--- config.mk ---
export PLATFORM = sky130hd
export DESIGN_NAME = pss_power_state_sequencer
export DESIGN_NICKNAME = d
export VERILOG_FILES = /design/src/pss_power_state_sequencer.v
export VERILOG_INCLUDE_DIRS = /design/src
export SDC_FILE = /design/constraint.sdc
export NUM_CORES = 1
export LEC_CHECK = 0
export BUFFER_PORTS_ARGS = -buffer_cell sky130_fd_sc_hd__buf_4
export CORE_ASPECT_RATIO = 1.25
export CORE_MARGIN = 5
export CORE_UTILIZATION = 35
export DETAILED_ROUTE_END_ITERATION = 6
export GPL_TIMING_DRIVEN = 1
export PLACE_DENSITY = 0.6
export REMOVE_ABC_BUFFERS = 1
export SYNTH_ARGS = -nofsm -noshare
export SYNTH_HDL_FRONTEND = slang
export SYNTH_SLANG_ARGS = --single-unit
--- constraint.sdc ---
create_clock -name CORE_CLK -period 2.32 [get_ports CORE_CLK]
set_clock_uncertainty 0.1 [all_clocks]
set_input_delay 0 -clock CORE_CLK [delete_from_list [all_inputs] [get_ports CORE_CLK]]
set_output_delay 0 -clock CORE_CLK [all_outputs]
set_load 0.01 [all_outputs]
--- src/pss_consts.vh ---
// constants for the power state sequencer
`ifndef PSS_CONSTS_VH
`define PSS_CONSTS_VH
// power state encodings
`define PSS_ST_OFF 3'h0
`define PSS_ST_DEEP 3'h1
`define PSS_ST_SLEEP 3'h2
`define PSS_ST_WAKE 3'h3
`define PSS_ST_ON 3'h4
// clock settle wait for oscillator and plls, in cycles
`define PSS_SETTLE_CYC 8'h10
// number of gated block clocks
`define PSS_NBLK 8
// retention memory depth and width
`define PSS_RET_DEPTH 16
`define PSS_RET_AW 4
`define PSS_RET_DW 8
`endif

--- src/pss_power_state_sequencer.v ---
// power state sequencer: off, deep sleep, sleep, wakeup and on states
`timescale 1ns/1ps
`default_nettype none
`include "pss_consts.vh"
// Operation
// - power-down pin low forces off, all cleared
// - deep sleep powers only clock domain
// - retention memory keeps contents in deep sleep
// - sleep runs clock logic, oscillator off
// - any wakeup event moves sleep to wakeup
// - wakeup state enables oscillator and plls
// - wakeup advances to on once clocks ready
// - on state gates clock per enable bit
// - wait instruction gates only cpu clock
module pss_power_state_sequencer (
  input wire CORE_CLK,
  input wire RESET,
  input wire POWER_DOWN_PIN_N,
  input wire WAKE_MAC,
  input wire WAKE_HOST,
  input wire WAKE_RTC_TIMER,
  input wire WAKE_EXT_INT,
  input wire SLEEP_REQ,
  input wire DEEP_SLEEP_REQ,
  input wire [`PSS_NBLK-1:0] CLK_CTRL,
  input wire WAIT_FOR_INTERRUPT_INSTR,
  input wire CPU_IRQ,
  input wire CLOCKS_LOCKED,
  input wire RET_WE,
  input wire [`PSS_RET_AW-1:0] RET_ADDR,
  input wire [`PSS_RET_DW-1:0] RET_WDATA,
  output reg [`PSS_RET_DW-1:0] RET_RDATA,
  output reg [2:0] POWER_STATE,
  output reg RTC_DOMAIN_EN,
  output reg MAIN_POWER_EN,
  output reg XTAL_EN,
  output reg PLL_EN,
  output reg HS_CLK_RUN,
  output reg [`PSS_NBLK-1:0] BLK_CLK_EN,
  output reg CPU_CLK_EN
);
  // synchroniser stages for asynchronous pins
  // bit 0 power-down pin, bits 1 to 4 wake sources, bit 5 clock lock
  reg [5:0] sync1_ff; // first stage, read only by the second
  reg [5:0] sync2_ff; // second stage, safe to use
  // synchronised views of the pins
  wire pd_n_s = sync2_ff[0]; // pin level, low means off
  wire wake_any = |sync2_ff[4:1]; // any of the four wake sources
  wire locked_s = sync2_ff[5]; // oscillator and plls locked
  // state, settle counter, cpu wait latch
  reg [2:0] state_ff; // current power state
  reg [2:0] nxt_state; // state for the next edge
  reg [7:0] settle_ff; // cycles left before on may be entered
  reg cpu_wait_ff; // cpu parked by the wait instruction
  reg [`PSS_NBLK-1:0] clk_ctrl_ff; // registered clock control enables
  // state decodes shared by the output registers
  wire st_off = (state_ff == `PSS_ST_OFF); // pin held low
  wire st_sleep = (state_ff == `PSS_ST_SLEEP); // oscillator stopped
  wire st_wake = (state_ff == `PSS_ST_WAKE); // clocks starting
  wire st_on = (state_ff == `PSS_ST_ON); // fully powered
  // retention memory, not cleared except by power-down
  // the array has no reset; the valid flag hides stale words
  reg [`PSS_RET_DW-1:0] ret_mem [0:`PSS_RET_DEPTH-1]; // kept in always-on domain
  reg ret_valid_ff; // set by the first write since off
  // loop index for the per block gates
  genvar blk_idx;

  // two-flop synchronisers
  always @(posedge CORE_CLK) begin
    if (RESET) begin
      sync1_ff <= 6'h00;
      sync2_ff <= 6'h00;
    end else begin
      sync1_ff <= {CLOCKS_LOCKED, WAKE_EXT_INT, WAKE_RTC_TIMER, WAKE_HOST, WAKE_MAC,
        POWER_DOWN_PIN_N};
      sync2_ff <= sync1_ff;
    end
  end

  // next state selection
  always @* begin
    nxt_state = state_ff;
    case (state_ff)
      `PSS_ST_OFF: begin
        // leave off once pin released
        if (pd_n_s)
          nxt_state = `PSS_ST_WAKE;
      end
      `PSS_ST_DEEP, `PSS_ST_SLEEP: begin
        // any wake source restarts clocks
        if (wake_any)
          nxt_state = `PSS_ST_WAKE;
      end
      `PSS_ST_WAKE: begin
        // clocks settled and locked
        if (locked_s && settle_ff == 8'h00)
          nxt_state = `PSS_ST_ON;
      end
      `PSS_ST_ON: begin
        // deep sleep has priority over sleep
        if (DEEP_SLEEP_REQ)
          nxt_state = `PSS_ST_DEEP;
        else if (SLEEP_REQ)
          nxt_state = `PSS_ST_SLEEP;
      end
      default: begin
        // illegal codes fall back to off
        nxt_state = `PSS_ST_OFF;
      end
    endcase
    // pin low overrides everything
    if (!pd_n_s)
      nxt_state = `PSS_ST_OFF;
  end

  // state, settle counter and cpu wait registers
  always @(posedge CORE_CLK) begin
    if (RESET) begin
      // off with a full settle count
      state_ff <= `PSS_ST_OFF;
      settle_ff <= `PSS_SETTLE_CYC;
      cpu_wait_ff <= 1'b0;
      clk_ctrl_ff <= {`PSS_NBLK{1'b0}};
    end else begin
      // advance to the selected state
      state_ff <= nxt_state;
      // enables cleared whenever off is entered
      clk_ctrl_ff <= (nxt_state == `PSS_ST_OFF) ? {`PSS_NBLK{1'b0}} : CLK_CTRL;
      // count down while waking, reload elsewhere
      if (st_wake && settle_ff != 8'h00)
        // one more cycle of settling done
        settle_ff <= settle_ff - 8'h01;
      else if (!st_wake)
        // full wait again on the next wakeup
        settle_ff <= `PSS_SETTLE_CYC;
      // wait instruction sets, interrupt clears
      if (!st_on)
        // leaving on releases the cpu
        cpu_wait_ff <= 1'b0;
      else if (CPU_IRQ)
        // interrupt wins over the wait instruction
        cpu_wait_ff <= 1'b0;
      else if (WAIT_FOR_INTERRUPT_INSTR)
        // park the cpu until an interrupt
        cpu_wait_ff <= 1'b1;
    end
  end

  // output registers follow the current state one cycle later
  always @(posedge CORE_CLK) begin
    if (RESET) begin
      // everything dark while reset is held
      POWER_STATE <= `PSS_ST_OFF;
      RTC_DOMAIN_EN <= 1'b0;
      MAIN_POWER_EN <= 1'b0;
      XTAL_EN <= 1'b0;
      PLL_EN <= 1'b0;
      HS_CLK_RUN <= 1'b0;
      CPU_CLK_EN <= 1'b0;
    end else begin
      // state shown to the outside
      POWER_STATE <= state_ff;
      // always-on domain is dark only while off
      RTC_DOMAIN_EN <= !st_off;
      // deep sleep keeps only the always-on domain
      MAIN_POWER_EN <= st_wake || st_on || st_sleep;
      // oscillator stopped in both sleep states
      XTAL_EN <= st_wake || st_on;
      // plls start together with the oscillator
      PLL_EN <= st_wake || st_on;
      // high-speed clock runs only when fully on
      HS_CLK_RUN <= st_on;
      // cpu clock parked while waiting for an interrupt
      CPU_CLK_EN <= st_on && !cpu_wait_ff;
    end
  end

  // per block clock gates, one flop per enable bit
  generate
    for (blk_idx = 0; blk_idx < `PSS_NBLK; blk_idx = blk_idx + 1) begin : g_blk_gate
      // gate closed outside on and while the bit is clear
      always @(posedge CORE_CLK) begin
        if (RESET)
          BLK_CLK_EN[blk_idx] <= 1'b0;
        else
          BLK_CLK_EN[blk_idx] <= st_on && clk_ctrl_ff[blk_idx];
      end
    end
  endgenerate

  // retention memory: writable when on, kept through sleep states
  // writes outside on are refused
  always @(posedge CORE_CLK) begin
    if (st_on && RET_WE)
      // address and word taken at the same edge
      ret_mem[RET_ADDR] <= RET_WDATA;
  end

  // contents valid until power-down pin clears them
  always @(posedge CORE_CLK) begin
    if (RESET || state_ff == `PSS_ST_OFF)
      ret_valid_ff <= 1'b0;
    else if (state_ff == `PSS_ST_ON && RET_WE)
      ret_valid_ff <= 1'b1;
  end

  // read port, zero when not valid
  always @(posedge CORE_CLK) begin
    if (RESET)
      RET_RDATA <= {`PSS_RET_DW{1'b0}};
    else if (ret_valid_ff)
      // word survives both sleep states
      RET_RDATA <= ret_mem[RET_ADDR];
    else
      // stale words hidden until the first write since off
      RET_RDATA <= {`PSS_RET_DW{1'b0}};
  end
endmodule // pss_power_state_sequencer
`default_nettype wire

Word level (Yosys, flattened, before mapping) --
Memory sizes are Yosys's and may differ from the RTL's. A register that Yosys moved wholly into a read port is not among the register bits. Index checks and enable logic that the tools add are counted.
Cells by class: bitwise gates (word level) 2, muxes and demuxes 10, equality and inequality tests 5, add/sub/neg operators 1, reduce and logical (&&, ||, !) cells 26
Operators with widths (count):
- 8-bit 2-to-1 mux | 2
- 3-bit 2-to-1 mux | 5
- 1-bit logical AND | 12
- 3-bit one-hot mux with 4 select lines | 1
- 8-bit logical NOT | 1
- 8-bit nonzero test | 1
- 8-bit by 1-bit subtractor with 8-bit output (second input constant) | 1
- 3-bit by 2-bit == test with 1-bit output (second input constant) | 2
- 3-bit logical NOT | 2
- 2-bit OR reduction | 3
- 4-bit OR reduction | 1
- 3-bit by 1-bit == test with 1-bit output (second input constant) | 1
- 3-bit == test (second input constant) | 1
- 1-bit logical OR | 3
- 3-bit OR reduction | 1
- 1-bit logical NOT | 2
- 1-bit 2-to-1 mux | 2
- 2-bit by 1-bit inequality test with 1-bit output (second input constant) | 1
- 1-bit inverter | 2
Word-level totals: output and inout bits 25, logic and storage cells 66, bits in registers 49, input bits 33, RAM bits 128, memories 1
Memory list:
- ret_mem | words 16, bits a word 8, read ports 1, clocked after memory_dff 1, wr ports 1, line pss_power_state_sequencer.v:63 | reg [`PSS_RET_DW-1:0] ret_mem [0:`PSS_RET_DEPTH-1];

Logic depth before layout (Yosys ltp) --
depth in word-level cells 7, mapped depth 6, depth with buffers taken out 6

Worst setup path after synthesis --
Ideal clock, no wire load.
path type input -> register, start point input RET_ADDR[1], end point memory ret_mem[2][0] (netlist bit) (enable), library setup time 0.383 ns, arrival time 1.857 ns, slack -0.021 ns, path buffers 3, stages 5, required time 1.837 ns, path through buf_2 > buf_2 > buf_2 > or3b_2 > nor3_1
RTL lines:
- from (decl) | line pss_power_state_sequencer.v:30 | input wire [`PSS_RET_AW-1:0] RET_ADDR,
- to (decl) | line pss_power_state_sequencer.v:63
No word-level cell before the write port.

Final worst setup path --
start point register state_ff[0], end point memory ret_mem[2][7] (netlist bit) (enable)
Between the ends: word-level cells in the longest chain between the ends 4
RTL lines:
- from (decl) | line pss_power_state_sequencer.v:51 | reg [2:0] state_ff;
- from (signal assigned) | line pss_power_state_sequencer.v:120 | state_ff <= `PSS_ST_OFF;
- from (signal assigned) | line pss_power_state_sequencer.v:126 | state_ff <= nxt_state;
- 3-bit == test
- 1-bit logical AND | line pss_power_state_sequencer.v:194 | if (st_on && RET_WE)
- 1-bit 2-to-1 mux | line pss_power_state_sequencer.v:194
- 1-bit 2-to-1 mux (not written as such) | line pss_power_state_sequencer.v:196 | ret_mem[RET_ADDR] <= RET_WDATA;
Every way passes these cells.

==> reports/qor.yml <==
status:
  outcome: "finished clean"
floorplanning:
  die_area_sq_um: 22400
  die_h_um: 166
  rows: 57
  io_pins: 58
  die_w_um: 135
  start_util: 0.353
  core_sq_um: 19300
placed_design:
  io_buffers: 57
  hpwl_um: 9540
  place_area_sq_um: 7690
  gp_congestion: 0.769
synth:
  ys_top_cells_by_area: "edfxtp_1 56%, dfxtp_1 17%, mux4_2 8.3%"
  yosysUniqueCellTypes: 41
  synth_edf_count: 128
  async_flop_share: 0
  synth_mux_area_frac: 0.111
  synth_fa_ha_area_frac: 0.00367
  synth_largest_area_cell: "edfxtp_1"
  ys_warn_count: 0
  yosysTopAreaCellShare: 0.564
  ys_seq_elements: 185
  synth_top_family_by_area: "multiplexers"
  synthXorXnorAreaFrac: 0.00514
  synth_compound_area_frac: 0.0422
  seq_area_frac_synth: 0.731
  synth.cell_area_sq_um: 6820
  synth_most_common_cell: "edfxtp_1"
  synth_cells: 409
  yosys.area_share.simple: 0.0886
  ys.flop_type: "edfxtp_1"
  ys_top_cells_by_count: "128 x edfxtp_1, 57 x dfxtp_1, 26 x nor2_1, 25 x mux4_2"
  avgSynthCellArea_sq_um: 16.7
sta:
  period_needed_ns: 2.02
  setup-violations-final: 0
  fin_crit_sh: 0.871
  hold_viol: 0
  rsz0062_at_grt: "no"
  setup_tns_ns: 0
  slew_viol_final: 0
  max_freq_mhz: 495
  max_slew_margin: 0.644
  worstMarginPinSlew_ns: 0.527
grt:
  grt_pass1_vias: 3972
  grt_pass1_wl_um: 22100
  grt_max_degree: 22
  grt.total_usage: 0.131
  antenna_found_initial: 0
  grt-ovfl-total: 0
routing:
  drt_iter0_markers: 245
  wire_per_inst_um: 17.6
  dr.pass1.iters: 5
  drt_wl_total_um: 14100
  drc: 0
  vias: 3814
  ant_nets: 0
  via_per_inst: 4.77
critical_path:
  reg2reg_from: "state_ff[0]$_SDFF_PP0_"
  crit_path_end_kind: "register"
  rr_worst_depth: 5
  r2r_slack_ns: 0.30
  worstSetupStartpointType: "register"
  cp_max_fo: 8
  reg2reg_to: "ret_mem[2][7]$_DFFE_PP_"
  critPathKind: "register to register"
  cp.required_ns: 2.34
  arrival_ns: 2.04
job:
  maxCapViolations: 0
min_path:
  min_to: "ret_mem[1][3]$_DFFE_PP_"
  worstHoldStart: "RET_ADDR[2]"
  holdPathStages: 3
  hold_path_class: "primary input to register"
power:
  p_leak_nw: 3.16
  power.density_nw_per_um2: 758
  p_total_mw: 6.52
  vdd_drop_max_mv: 0.532
clock_network:
  cts_setup_buffers: 0
  h-tree-depth: 4
  ctsResizeCount: 0
  clock_sinks: 185
  clk_path_buf_depth: 2
  clk_latency_ns: 0.43
  path_clk_slew_ns: 0.07
  cts_tree: "done"
  cts_root_buf: "clkbuf_16"
  cts_buffers: 17
  hold_buffers: 36
cells_and_area:
  multi_input_area_sq_um: 1710
  layout.nets: 557
  drive_gt1_frac: 0.265
  syn_to_final_growth_pct: 26.2
  final-seq-area_sq_um: 4980
  final_area_sq_um: 8600
  n_antenna_cell: 0
  fill_cells: 1692
## placed cells by master (no fill, tap or decap), types with 4 or more instances in the layout
cell type / instances
edfxtp_1: 128
buf_4: 80
dfxtp_1: 57
dlygate4sd3_1: 36
nor2_1: 26
mux4_2: 25
nor2b_1: 17
clkbuf_16: 17
and3_1: 16
mux2i_1: 15
and2_1: 10
a22o_1: 8
nor3_1: 7
a22oi_1: 7
a221o_1: 7
inv_1: 6
nand2b_1: 6
nand2_1: 6
a21oi_1: 5
or3_1: 4
o21ai_0: 4
mux2_2: 4
## power by group
group          internal [mW]  leakage (nW)  switching, mW
Sequential              3.54          1.61        0.00530
Combinational          0.153          1.29          0.147
Clock                   1.49         0.261           1.19
Total                   5.18          3.16           1.34
## logic make-up (layout without fill, tap and decap cells)
family                   after synthesis  after routing
buffers and inverters                 30            156
AO/OA/AOI/OAI                         37             37
adder cells (fa/ha/maj)                2              2
AND/OR/NAND/NOR                      107            107
XOR/XNOR                               4              4
flip-flops                           185            185
multiplexers                          44             44
## stage by stage
stage	worst slack, ns	hold WS (ns)	cells	util
floorplan	-0.130	-0.0309	385	-
global placement	0.362	0.0660	732	0.398
detailed placement	0.325	0.0705	732	0.398
CTS	0.293	0.0187	800	0.445
global route	0.190	0.0431	800	0.445
finish	0.300	0.0513	800	0.445
## critical path, stage by stage (launching register included)
cell and delay, ns:
dfxtp_1 0.37, nor2_1 0.16, nand3_1 0.17, or3b_2 0.55
nor3_1 0.16, buf_4 0.22
## cell type report
type / count / share of cell area
Multi-Input combinational cell: 194 / 0.199
Timing Repair Buffer: 118 / 0.116
Tap cell: 265 / 0.0385
Clock buffer: 20 / 0.0508
Clock inverter: 12 / 0.0135
Inverter: 6 / 0.00262
Sequential cell: 185 / 0.579
## worst max-delay path by stage
stage                                   start                 endpoint
global route           state_ff[1]$_SDFF_PP0_  ret_mem[2][6]$_DFFE_PP_
finish                 state_ff[0]$_SDFF_PP0_  ret_mem[2][7]$_DFFE_PP_
CTS                 settle_ff[3]$_SDFFE_PP0P_   state_ff[2]$_SDFF_PP0_
global placement       state_ff[1]$_SDFF_PP0_  ret_mem[2][7]$_DFFE_PP_
floorplan              state_ff[1]$_SDFF_PP0_  ret_mem[2][0]$_DFFE_PP_
detailed placement  settle_ff[3]$_SDFFE_PP0P_   state_ff[2]$_SDFF_PP0_
## sequential cells by signal, indices dropped and copies added (netlist names), 3 cells and up
| register | cells |
|---|---|
| ret_mem | 128 |
| sync2_ff | 6 |
| sync1_ff | 6 |
| settle_ff | 8 |
| BLK_CLK_EN | 8 |
| RET_RDATA | 8 |
| state_ff | 3 |
| clk_ctrl_ff | 8 |
| POWER_STATE | 3 |
## layer usage
metal / vias up / track usage / share of wire
li1: 1786 / - / -
met1: 1887 / 0.164 / 0.41
met2: 125 / 0.220 / 0.51
met3: 16 / 0.0352 / 0.057
met4: 0 / 0.0452 / 0.016
met5: - / 0 / 0
Note: power is estimated with default switching activity, not from simulation.
